==> config.mk <==
export PLATFORM = sky130hd
export DESIGN_NAME = ccio_counter
export DESIGN_NICKNAME = d
export VERILOG_FILES = /design/src/include/ccio_pkg.sv /design/src/design/ccio_counter.sv
export VERILOG_INCLUDE_DIRS = /design/src /design/src/include
export SDC_FILE = /design/constraint.sdc
export NUM_CORES = 2
export LEC_CHECK = 0
export BUFFER_PORTS_ARGS = -buffer_cell sky130_fd_sc_hd__buf_2
export CAP_MARGIN = 40
export CORE_MARGIN = 4
export CORE_UTILIZATION = 46
export DETAILED_ROUTE_END_ITERATION = 8
export SYNTH_ARGS = -nofsm -noshare
export SYNTH_HDL_FRONTEND = slang
export SYNTH_SLANG_ARGS = --single-unit
==> constraint.sdc <==
create_clock -name pclk -period 11 [get_ports pclk]
set_input_delay 0.55 -clock pclk [delete_from_list [all_inputs] [get_ports pclk]]
set_output_delay 0.55 -clock pclk [all_outputs]
set_load 0.02 [all_outputs]
==> src/include/ccio_regs.svh <==
// Register offsets, reset values and timing figures of the counter channel block.
// Assumes a 100 MHz register clock and 32-bit APB data.
`ifndef CCIO_REGS_SVH
`define CCIO_REGS_SVH

// Byte offsets
`define CCIO_GCFG_OFS    8'h00
`define CCIO_GATE_OFS    8'h04
`define CCIO_STAT_OFS    8'h08
`define CCIO_CAUSE_OFS   8'h0C
`define CCIO_CH_BASE     2'h1
`define CCIO_CH_CFG      4'h0
`define CCIO_CH_CMP      4'h4
`define CCIO_CH_CNT      4'h8

// Reset values
`define CCIO_CFG_RST     24'h000500
`define CCIO_CMP_RST     32'h00000000
`define CCIO_GCFG_RST    2'h0

// Field positions
`define CCIO_GATE_SW_LO  0
`define CCIO_GATE_OUT_LO 4
`define CCIO_STAT_OUT_LO 4
`define CCIO_STAT_PEND   8
`define CCIO_CFG_W       24

// Timing
`define CCIO_CLK_NS      10
`define CCIO_STEP_MS     2
`define CCIO_TICK_CYC    ((`CCIO_STEP_MS * 1000000) / `CCIO_CLK_NS)
`define CCIO_CYC_UP(t)   (((t) + `CCIO_CLK_NS - 1) / `CCIO_CLK_NS)
`define CCIO_FLT0_NS     400000
`define CCIO_FLT1_NS     200000
`define CCIO_FLT2_NS     80000
`define CCIO_FLT3_NS     40000
`define CCIO_FLT4_NS     13000
`define CCIO_FLT5_NS     6700
`define CCIO_FLT6_NS     4000
`define CCIO_FSEL_MAX    3'd6

// Signed counting limits
`define CCIO_CNT_MAX     32'h7FFFFFFF
`define CCIO_CNT_MIN     32'h80000000

`endif
==> src/include/ccio_pkg.sv <==
// Types of the counter channel block.
// Assumes ccio_regs.svh supplies the numeric constants.
`default_nettype none
package ccio_pkg;

	typedef enum logic [1:0] {
		CCIO_EV_PDIR   = 2'b00,
		CCIO_EV_SINGLE = 2'b01,
		CCIO_EV_DOUBLE = 2'b10,
		CCIO_EV_QUAD   = 2'b11
	} ccio_eval_t;

	typedef enum logic [1:0] {
		CCIO_OM_NONE  = 2'b00,
		CCIO_OM_GE    = 2'b01,
		CCIO_OM_LE    = 2'b10,
		CCIO_OM_PULSE = 2'b11
	} ccio_omode_t;

	typedef enum logic [1:0] {
		CCIO_MD_NONE = 2'b00,
		CCIO_MD_UP   = 2'b01,
		CCIO_MD_DOWN = 2'b10,
		CCIO_MD_RSV  = 2'b11
	} ccio_mdir_t;

	typedef enum logic [1:0] {
		CCIO_IM_NONE = 2'b00,
		CCIO_IM_PROC = 2'b01,
		CCIO_IM_DIAG = 2'b10,
		CCIO_IM_RSV  = 2'b11
	} ccio_imode_t;

	// Event bits: 0 gate open, 1 gate close, 2 compare, 3 overflow, 4 underflow
	typedef struct packed {
		logic [7:0]  pdur;
		logic [4:0]  ev_en;
		logic [2:0]  fsel;
		ccio_mdir_t  mdir;
		ccio_omode_t omode;
		logic        dinv;
		logic        hwen;
		ccio_eval_t  eval;
	} ccio_cfg_t;

	typedef struct packed {
		logic a;
		logic b;
		logic gate;
	} ccio_pins_t;

	typedef struct packed {
		logic [2:0]       s1;
		logic [2:0]       s2;
		logic [2:0]       filt;
		logic [2:0][17:0] fcnt;
		logic [31:0]      cnt;
		logic             cond_q;
		logic             pact;
		logic [17:0]      pcyc;
		logic [7:0]       prem;
		logic             dout;
		logic             flag;
	} ccio_ch_t;

	typedef struct packed {
		ccio_ch_t  [3:0]       ch;
		ccio_cfg_t [3:0]       cfg;
		logic      [3:0][31:0] cmp;
		ccio_imode_t           imode;
		logic      [3:0]       swgate;
		logic      [3:0]       swout;
		logic                  pend;
		logic      [6:0]       cause;
		logic                  diag;
		logic      [31:0]      prdata;
		logic                  perr;
	} ccio_state_t;

endpackage
`default_nettype wire

==> src/design/ccio_counter.sv <==
// Four-channel counter: input evaluation, compare output and event reporting.
// Assumes an APB master on pclk; encoder and gate pins may be asynchronous.
// Functional notes
// - Pulse/direction mode counts pulse edges, direction level picks up or down.
// - Encoder mode decodes two phases, counting once, twice or four times per cycle.
// - Only channel 3 has hardware gate; enabled, both gates must be open.
// - Hardware gate disabled by default; channel 3 then gated by software alone.
// - Direction invert option flips the direction input; off by default.
// - No-comparison default: output is a plain output, comparator flag stays low.
// - Comparator mode drives output and flag while count >= or <= compare value.
// - Pulse mode asserts output for programmed duration when count reaches compare.
// - With main direction set, pulse fires only when reached in that direction; with duration 0 the code ignores main direction.
// - Pulse timing starts when the output is set.
// - Re-reaching compare value during a pulse neither restarts nor extends it.
// - Changed duration applies from the next pulse, not the current one.
// - Duration zero keeps output set while the compare condition holds.
// - Duration 0 to 510 ms in 2 ms steps, error under 1 ms, default 0.
// - Count frequency limit 1..100 kHz sets minimum accepted pulse width; default 60 kHz.
// - Gate-open event: rising hardware gate edge on channel 3 with software gate open.
// - Gate-close event: falling hardware gate edge on channel 3 with software gate open.
// - Comparator event raises an interrupt each time the comparator fires.
// - Overflow event raises an interrupt when count passes its upper limit.
// - Underflow event raises an interrupt when count passes its lower limit.
// - All interrupt sources disabled after reset.
// - Diagnostics-plus-process mode raises diagnostic interrupt only on a lost interrupt.
// - Each channel shows its signed 32-bit count as a readable word.
//
// Added by the designer: the register addresses and the APB slave port.
`timescale 1ns/10ps
`include "ccio_regs.svh"
`default_nettype none

module ccio_counter
	import ccio_pkg::*;
#(
	parameter int unsigned FLT_CYC [7] = '{
		`CCIO_CYC_UP(`CCIO_FLT0_NS), `CCIO_CYC_UP(`CCIO_FLT1_NS),
		`CCIO_CYC_UP(`CCIO_FLT2_NS), `CCIO_CYC_UP(`CCIO_FLT3_NS),
		`CCIO_CYC_UP(`CCIO_FLT4_NS), `CCIO_CYC_UP(`CCIO_FLT5_NS),
		`CCIO_CYC_UP(`CCIO_FLT6_NS)},
	parameter int unsigned TICK_CYC = `CCIO_TICK_CYC
) (
	// Clock and reset
	input  wire logic             pclk,
	input  wire logic             presetn,
	// APB slave
	input  wire logic             psel,
	input  wire logic             penable,
	input  wire logic             pwrite,
	input  wire logic [7:0]       paddr,
	input  wire logic [31:0]      pwdata,
	output logic      [31:0]      prdata,
	output logic                  pready,
	output logic                  pslverr,
	// Channel pins
	input  wire ccio_pins_t [3:0] pins,
	output logic      [3:0]       dout,
	output logic      [3:0]       cmp_flag,
	// Interrupt requests
	output logic                  proc_irq,
	output logic                  diag_irq
);

	////////////////////////////////////////////////////////////////////////////////
	ccio_state_t s_q;
	ccio_state_t s_d;

	logic        setup;
	logic        access;
	logic        hit;
	logic [31:0] rd;
	logic        cause_clr;

	assign setup     = psel & ~penable;
	assign access    = psel & penable;
	assign cause_clr = access & pwrite & (paddr == `CCIO_CAUSE_OFS);

	// Read decode; hit is low for unmapped offsets
	always_comb begin
		rd  = 32'h00000000;
		hit = 1'b1;
		if (paddr[7:6] == `CCIO_CH_BASE) begin
			case (paddr[3:0])
				`CCIO_CH_CFG: begin
					rd = {8'h00, s_q.cfg[paddr[5:4]]};
				end
				`CCIO_CH_CMP: begin
					rd = s_q.cmp[paddr[5:4]];
				end
				`CCIO_CH_CNT: begin
					rd = s_q.ch[paddr[5:4]].cnt;
				end
				default: begin
					hit = 1'b0;
				end
			endcase
		end else begin
			case (paddr)
				`CCIO_GCFG_OFS: begin
					rd = {30'h00000000, s_q.imode};
				end
				`CCIO_GATE_OFS: begin
					rd = {24'h000000, s_q.swout, s_q.swgate};
				end
				`CCIO_STAT_OFS: begin
					rd = {23'h000000, s_q.pend, s_q.ch[3].dout, s_q.ch[2].dout,
						s_q.ch[1].dout, s_q.ch[0].dout, s_q.ch[3].flag,
						s_q.ch[2].flag, s_q.ch[1].flag, s_q.ch[0].flag};
				end
				`CCIO_CAUSE_OFS: begin
					rd = {25'h0000000, s_q.cause};
				end
				default: begin
					hit = 1'b0;
				end
			endcase
		end
	end

	////////////////////////////////////////////////////////////////////////////////
	always_comb begin
		logic [2:0]  fo;
		logic [2:0]  fn;
		logic [17:0] lim;
		logic [2:0]  fsel;
		logic        a_r;
		logic        a_f;
		logic        b_e;
		logic        step;
		logic        up;
		logic        open;
		logic [31:0] nc;
		logic        ovf;
		logic        unf;
		logic        eq;
		logic        cond;
		logic        reach;
		logic        fire;
		logic [4:0]  evs;
		logic        pendb;
		logic        taken;
		logic        lost;
		fo    = 3'b000;
		fn    = 3'b000;
		lim   = 18'h00000;
		fsel  = 3'd0;
		a_r   = 1'b0;
		a_f   = 1'b0;
		b_e   = 1'b0;
		step  = 1'b0;
		up    = 1'b0;
		open  = 1'b0;
		nc    = 32'h00000000;
		ovf   = 1'b0;
		unf   = 1'b0;
		eq    = 1'b0;
		cond  = 1'b0;
		reach = 1'b0;
		fire  = 1'b0;
		evs   = 5'h00;
		taken = 1'b0;
		lost  = 1'b0;
		s_d      = s_q;
		s_d.diag = 1'b0;
		pendb    = s_q.pend & ~cause_clr;

		for (int c = 0; c < 4; c++) begin
			// Two-stage synchroniser, then width filter
			s_d.ch[c].s1 = pins[c];
			s_d.ch[c].s2 = s_q.ch[c].s1;
			fsel = (s_q.cfg[c].fsel > `CCIO_FSEL_MAX) ? `CCIO_FSEL_MAX : s_q.cfg[c].fsel;
			lim  = 18'(FLT_CYC[fsel] - 1);
			for (int k = 0; k < 3; k++) begin
				if (s_q.ch[c].s2[k] != s_q.ch[c].filt[k]) begin
					if (s_q.ch[c].fcnt[k] >= lim) begin
						s_d.ch[c].filt[k] = s_q.ch[c].s2[k];
						s_d.ch[c].fcnt[k] = 18'h00000;
					end else begin
						s_d.ch[c].fcnt[k] = s_q.ch[c].fcnt[k] + 18'h00001;
					end
				end else begin
					s_d.ch[c].fcnt[k] = 18'h00000;
				end
			end
			fo  = s_q.ch[c].filt;
			fn  = s_d.ch[c].filt;
			a_r = fn[2] & ~fo[2];
			a_f = fo[2] & ~fn[2];
			b_e = fn[1] ^ fo[1];

			// Edge evaluation
			case (s_q.cfg[c].eval)
				CCIO_EV_PDIR: begin
					step = a_r;
					up   = fn[1];
				end
				CCIO_EV_SINGLE: begin
					step = a_r;
					up   = ~fn[1];
				end
				CCIO_EV_DOUBLE: begin
					step = a_r | a_f;
					up   = fn[2] ^ fn[1];
				end
				CCIO_EV_QUAD: begin
					step = a_r | a_f | b_e;
					up   = (a_r | a_f) ? (fn[2] ^ fn[1]) : ~(fn[2] ^ fn[1]);
				end
				default: begin
					step = 1'b0;
					up   = 1'b0;
				end
			endcase
			up = up ^ s_q.cfg[c].dinv;

			// Gate: hardware gate exists on channel 3 only
			open = s_q.swgate[c];
			if (c == 3 && s_q.cfg[c].hwen) begin
				open = s_q.swgate[c] & fn[0];
			end
			step = step & open;

			// Counter with signed wrap at the limits
			nc  = s_q.ch[c].cnt;
			ovf = 1'b0;
			unf = 1'b0;
			if (step) begin
				nc  = up ? s_q.ch[c].cnt + 32'h00000001 : s_q.ch[c].cnt - 32'h00000001;
				ovf = up & (s_q.ch[c].cnt == `CCIO_CNT_MAX);
				unf = ~up & (s_q.ch[c].cnt == `CCIO_CNT_MIN);
			end
			s_d.ch[c].cnt = nc;

			// Compare output
			eq    = (nc == s_q.cmp[c]);
			reach = step & eq & (s_q.ch[c].cnt != s_q.cmp[c]) &
				((s_q.cfg[c].mdir == CCIO_MD_NONE) |
				((s_q.cfg[c].mdir == CCIO_MD_UP) & up) |
				((s_q.cfg[c].mdir == CCIO_MD_DOWN) & ~up));
			fire = 1'b0;
			case (s_q.cfg[c].omode)
				CCIO_OM_NONE: begin
					s_d.ch[c].cond_q = 1'b0;
					s_d.ch[c].pact   = 1'b0;
					s_d.ch[c].dout   = s_q.swout[c];
					s_d.ch[c].flag   = 1'b0;
				end
				CCIO_OM_GE, CCIO_OM_LE: begin
					cond = (s_q.cfg[c].omode == CCIO_OM_GE) ?
						($signed(nc) >= $signed(s_q.cmp[c])) :
						($signed(nc) <= $signed(s_q.cmp[c]));
					fire             = cond & ~s_q.ch[c].cond_q;
					s_d.ch[c].cond_q = cond;
					s_d.ch[c].pact   = 1'b0;
					s_d.ch[c].dout   = cond;
					s_d.ch[c].flag   = cond;
				end
				CCIO_OM_PULSE: begin
					s_d.ch[c].cond_q = eq;
					if (s_q.ch[c].pact) begin
						// Running pulse ignores new reaches
						if (s_q.ch[c].pcyc >= 18'(TICK_CYC - 1)) begin
							s_d.ch[c].pcyc = 18'h00000;
							if (s_q.ch[c].prem <= 8'h01) begin
								s_d.ch[c].pact = 1'b0;
							end else begin
								s_d.ch[c].prem = s_q.ch[c].prem - 8'h01;
							end
						end else begin
							s_d.ch[c].pcyc = s_q.ch[c].pcyc + 18'h00001;
						end
						s_d.ch[c].dout = s_d.ch[c].pact;
					end else if (s_q.cfg[c].pdur == 8'h00) begin
						s_d.ch[c].dout = eq;
						fire           = eq & ~s_q.ch[c].cond_q;
					end else if (reach) begin
						s_d.ch[c].pact = 1'b1;
						s_d.ch[c].prem = s_q.cfg[c].pdur;
						s_d.ch[c].pcyc = 18'h00000;
						s_d.ch[c].dout = 1'b1;
						fire           = 1'b1;
					end else begin
						s_d.ch[c].dout = 1'b0;
					end
					s_d.ch[c].flag = s_d.ch[c].dout;
				end
				default: begin
					s_d.ch[c].dout = 1'b0;
					s_d.ch[c].flag = 1'b0;
				end
			endcase

			// Events, each gated by its enable
			evs = {unf, ovf, fire, 2'b00};
			if (c == 3) begin
				evs[0] = ~fo[0] & fn[0] & s_q.swgate[c];
				evs[1] = fo[0] & ~fn[0] & s_q.swgate[c];
			end
			evs = evs & s_q.cfg[c].ev_en;
			if ((|evs) && (s_q.imode != CCIO_IM_NONE)) begin
				if (!taken && !pendb) begin
					taken     = 1'b1;
					s_d.cause = {2'(c), evs};
				end else begin
					lost = 1'b1;
				end
			end
		end

		// New event wins over a clear in the same cycle
		s_d.pend = pendb | taken;
		s_d.diag = lost & (s_q.imode == CCIO_IM_DIAG);

		// Register writes in the access phase
		if (access && pwrite) begin
			if (paddr[7:6] == `CCIO_CH_BASE) begin
				if (paddr[3:0] == `CCIO_CH_CFG) begin
					s_d.cfg[paddr[5:4]] = ccio_cfg_t'(pwdata[`CCIO_CFG_W-1:0]);
				end else if (paddr[3:0] == `CCIO_CH_CMP) begin
					s_d.cmp[paddr[5:4]] = pwdata;
				end
			end else if (paddr == `CCIO_GCFG_OFS) begin
				s_d.imode = ccio_imode_t'(pwdata[1:0]);
			end else if (paddr == `CCIO_GATE_OFS) begin
				s_d.swgate = pwdata[`CCIO_GATE_SW_LO +: 4];
				s_d.swout  = pwdata[`CCIO_GATE_OUT_LO +: 4];
			end
		end

		// Read data and error captured in the setup phase
		if (setup) begin
			s_d.prdata = pwrite ? 32'h00000000 : rd;
			s_d.perr   = ~hit;
		end
	end

	////////////////////////////////////////////////////////////////////////////////
	always_ff @(posedge pclk or negedge presetn) begin
		if (!presetn) begin
			s_q <= '0;
			for (int c = 0; c < 4; c++) begin
				s_q.cfg[c] <= ccio_cfg_t'(`CCIO_CFG_RST);
				s_q.cmp[c] <= `CCIO_CMP_RST;
			end
			s_q.imode <= ccio_imode_t'(`CCIO_GCFG_RST);
		end else begin
			s_q <= s_d;
		end
	end

	////////////////////////////////////////////////////////////////////////////////
	assign prdata   = s_q.prdata;
	assign pready   = 1'b1;
	assign pslverr  = access & s_q.perr;
	assign proc_irq = s_q.pend;
	assign diag_irq = s_q.diag;

	always_comb begin
		for (int c = 0; c < 4; c++) begin
			dout[c]     = s_q.ch[c].dout;
			cmp_flag[c] = s_q.ch[c].flag;
		end
	end

endmodule // ccio_counter

`default_nettype wire

==> impl_metrics.sql <==
INSERT INTO impl_metrics (metric_group, metric, value, unit) VALUES
('detailed_routing', 'first_pass_iters', '8', ''),
('setup_path', 'worstReg2RegStart', 's_q[213]$_DFFE_PN0P_', ''),
('placed_design', 'placedCellCount', '6382', ''),
('grt', 'grt_first_pass_wirelength', '234500', 'um'),
('detailed_routing', 'drt-vias-per-instance', '6.009', ''),
('synthesis', 'synth_flop_cell', 'sky130_fd_sc_hd__dfrtp_1', ''),
('detailed_routing', 'detail_route.iter0.violations', '3911', ''),
('sta', 'timing.final.max_slew_violations', '0', ''),
('final_layout', 'layout-drive-gt1-share', '12.86', '%'),
('final_layout', 'mostFrequentLayoutCells', '705 x sky130_fd_sc_hd__dfrtp_1, 471 x sky130_fd_sc_hd__nand2_1, 401 x sky130_fd_sc_hd__nor2_1', ''),
('synthesis', 'ys_async_sr_fraction', '100.0', '%'),
('setup_path', 'critPathCapture', 'diag_irq$_DFF_PN0_', ''),
('grt', 'grt-ovfl-total', '0', ''),
('clocking', 'cts_clock_pin_slew_for_the_worst_setup_and_hold_paths', '0.06', 'ns'),
('grt', 'grt_usage', '28.52', '%'),
('setup_path', 'worst_r2r_path_depth', '41', ''),
('clocking', 'clock-root-buffer', 'sky130_fd_sc_hd__clkbuf_16', ''),
('detailed_routing', 'wl', '155700', 'um'),
('synthesis', 'ys.warnings.count', '0', ''),
('grt', 'antenna_found_initial', '13', ''),
('placed_design', 'placed_cell_area', '0.04967', 'mm^2'),
('pwr', 'pwr-share-seq', '40.1', '%'),
('pwr', 'power.clock.fraction', '42.4', '%'),
('sta', 'final_period_minus_worst_setup_slack', '10.62', 'ns'),
('detailed_routing', 'final_antenna_net_count', '0', ''),
('sta', 'period_share', '96.52', '%'),
('synthesis', 'yosysSeqAreaShare', '37.80', '%'),
('sta', 'transition_time_at_the_pin_with_the_least_slew_margin', '0.9672', 'ns'),
('setup_path', 'worst_path_largest_cell_delay', '0.60', 'ns'),
('setup_path', 'worst_r2r_endpoint', 'diag_irq$_DFF_PN0_', ''),
('pwr', 'switchingPower', '2.146', 'mW'),
('floorplan', 'row_count', '117', ''),
('floorplan', 'num_io_pins', '101', ''),
('placed_design', 'post-dp-hpwl', '119400', 'um'),
('sta', 'finalClockSkew', '0.02422', 'ns'),
('sta', 'final.setup.worst_slack', '0.3824', 'ns'),
('clocking', 'ctsHtreeMaxLevel', '3', ''),
('detailed_routing', 'drc', '0', ''),
('synthesis', 'synthTopCellsByArea', 'sky130_fd_sc_hd__dfrtp_1 37%, sky130_fd_sc_hd__ha_1 10%, sky130_fd_sc_hd__xor2_1 5.1%', ''),
('floorplan', 'dieArea', '0.1079', 'mm^2'),
('setup_path', 'critPathRequiredTime', '11.53', 'ns'),
('grt', 'grt_start_max_net_pins', '165', ''),
('pwr', 'pwr_density_cell', '136.6', 'mW/mm^2'),
('synthesis', 'postSynthRegisterBits', '713', ''),
('setup_path', 'crit_path_max_fanout', '10', ''),
('placed_design', 'io_buffer_count', '96', ''),
('sta', 'setup_repair_after_global_routing_missed_its_margin', 'true', ''),
('setup_path', 'critical_path.startpoint_type', 'register', ''),
('pwr', 'switching_share', '29.68', '%'),
('final_layout', 'final_common_cell', 'sky130_fd_sc_hd__dfrtp_1', ''),
('sta', 'report.final.setup_viol', '0', ''),
('setup_path', 'critical_path.slowest_cell', 'sky130_fd_sc_hd__or4_1', ''),
('sta', 'final-hold-violation-count', '0', ''),
('setup_path', 'worstPathBufferInverterCount', '1', ''),
('setup_path', 'worstSetupPathDepth', '41', ''),
('final_layout', 'design_area_final', '0.05292', 'mm^2'),
('floorplan', 'core_area', '0.1019', 'mm^2'),
('sta', 'whs', '0.05850', 'ns'),
('synthesis', 'largest_area_contributor_in_the_netlist', 'sky130_fd_sc_hd__dfrtp_1', ''),
('pwr', 'share_comb_of_total_power', '17.4', '%'),
('final_layout', 'final-instance-count-excl-fill', '6550', ''),
('clocking', 'clock_latency', '0.66', 'ns'),
('grt', 'first_global_vias', '37420', ''),
('status', 'run_status', 'finished clean', ''),
('sta', 'timing.fmax', '0.09418', 'GHz'),
('synthesis', 'yosysUniqueCellTypes', '103', ''),
('synthesis', 'synth_edf_count', '0', ''),
('clocking', 'tritoncts', 'built', ''),
('detailed_routing', 'routed_wire_length_per_instance', '23.77', 'um'),
('floorplan', 'floorplan.die.width', '328.4', 'um'),
('placed_design', 'detailedPlace.worstSlack', '-0.05551', 'ns');
-- per-stage QoR --
stage	power [mW]	utilization, %	TNS (ns)
finish	7.229	51.94	0
global route	7.534	51.93	-0.1274
CTS	7.260	51.78	0
detailed placement	4.169	48.75	-0.05551
global placement	4.150	48.52	-0.02246
floorplan	3.711	-	0
-- cells by family (layout without fill, tap and decap cells) --
group	Yosys count	after routing	synth area share [%]
fa+ha+maj	395	395	10.51
buf+inv	489	629	4.238
compound gates	997	997	13.33
mux	259	259	8.185
xor+xnor	430	431	8.021
other cells	2	32	0.01590
flops	713	713	37.80
simple gates	1726	1726	17.90
-- layer usage --
metal  track usage, %  up-vias  wire length (um)
met5                0        -                13
met4            11.89        2              7273
met3            4.725      318             13410
met2            42.78     1510             66820
met1            40.96    19280             68190
li1                 -    18250                 -
-- area by class of cell --
type | instances | area, um^2
Clock buffer | 114 | 2427
Timing Repair Buffer | 219 | 1645
Fill cell | 9450 | 48970
Sequential cell | 713 | 17850
Multi-Input combinational cell | 3836 | 27720
Tap cell | 1368 | 1712
Inverter | 261 | 979.7
Antenna cell | 4 | 10.01
Clock inverter | 35 | 568.0
-- what timing repair did --
item                                    4_1_cts  5_1_grt
endpoints found under the setup margin        3       99
hold buffers                                  9        0
buffers inserted                              0        5
cloned                                        0        1
resized for setup                             2       23
pin swaps                                     0        6
endpoints found under the hold margin        74        0
-- sequential cells by signal (all words and copies together) (netlist names) --
| register | count |
|---|---|
| cmp_flag | 4 |
| prdata | 32 |
| dout | 4 |
| diag_irq | 1 |
| proc_irq | 1 |
| s_d | 9 |
| s_q | 662 |
-- how the worst min path moves through the flow --
stage                                   from                     to  slack, ns  cells past startpoint
after floorplan                      presetn  cmp_flag[0]$_DFF_PN0_       0.25                      0
after global placement    s_d[647]$_DFF_PN0_     s_q[647]$_DFF_PN0_       0.33                      0
after detailed placement  s_d[770]$_DFF_PN0_     s_q[770]$_DFF_PN0_       0.33                      0
after CTS                            pins[9]     s_d[770]$_DFF_PN0_       0.02                      1
after global routing                 pins[9]     s_d[770]$_DFF_PN0_       0.03                      1
final                                pins[9]     s_d[770]$_DFF_PN0_       0.06                      1
-- Yosys cell counts, types with 27 or more instances --
cell,n
sky130_fd_sc_hd__nor2b_1,50
sky130_fd_sc_hd__dfrtp_1,705
sky130_fd_sc_hd__a22o_1,40
sky130_fd_sc_hd__nor2_1,409
sky130_fd_sc_hd__nor4_1,93
sky130_fd_sc_hd__mux4_2,88
sky130_fd_sc_hd__xor2_1,273
sky130_fd_sc_hd__o21a_1,32
sky130_fd_sc_hd__o22ai_1,27
sky130_fd_sc_hd__and2_1,28
sky130_fd_sc_hd__a21oi_1,208
sky130_fd_sc_hd__nand2b_1,40
sky130_fd_sc_hd__buf_4,41
sky130_fd_sc_hd__mux2i_1,33
sky130_fd_sc_hd__inv_1,260
sky130_fd_sc_hd__o21ai_0,375
sky130_fd_sc_hd__and3_1,88
sky130_fd_sc_hd__nand4_1,121
sky130_fd_sc_hd__xnor2_1,155
sky130_fd_sc_hd__ha_1,391
sky130_fd_sc_hd__nand3_1,183
sky130_fd_sc_hd__or3_1,48
sky130_fd_sc_hd__a21o_1,48
sky130_fd_sc_hd__clkbuf_1,151
sky130_fd_sc_hd__a31oi_1,29
sky130_fd_sc_hd__nor3_1,80
sky130_fd_sc_hd__mux2_2,138
sky130_fd_sc_hd__nand2_1,471
-- power groups by stage --
stage	registers (mW)	logic, mW	clock network (mW)
2_1_floorplan	2.85	0.859	0
5_1_grt	2.91	1.39	3.23
6_report	2.90	1.26	3.07
3_5_place_dp	2.94	1.23	0
4_1_cts	2.89	1.24	3.13
3_3_place_gp	2.94	1.21	0
(Power assumes the default switching activity.)
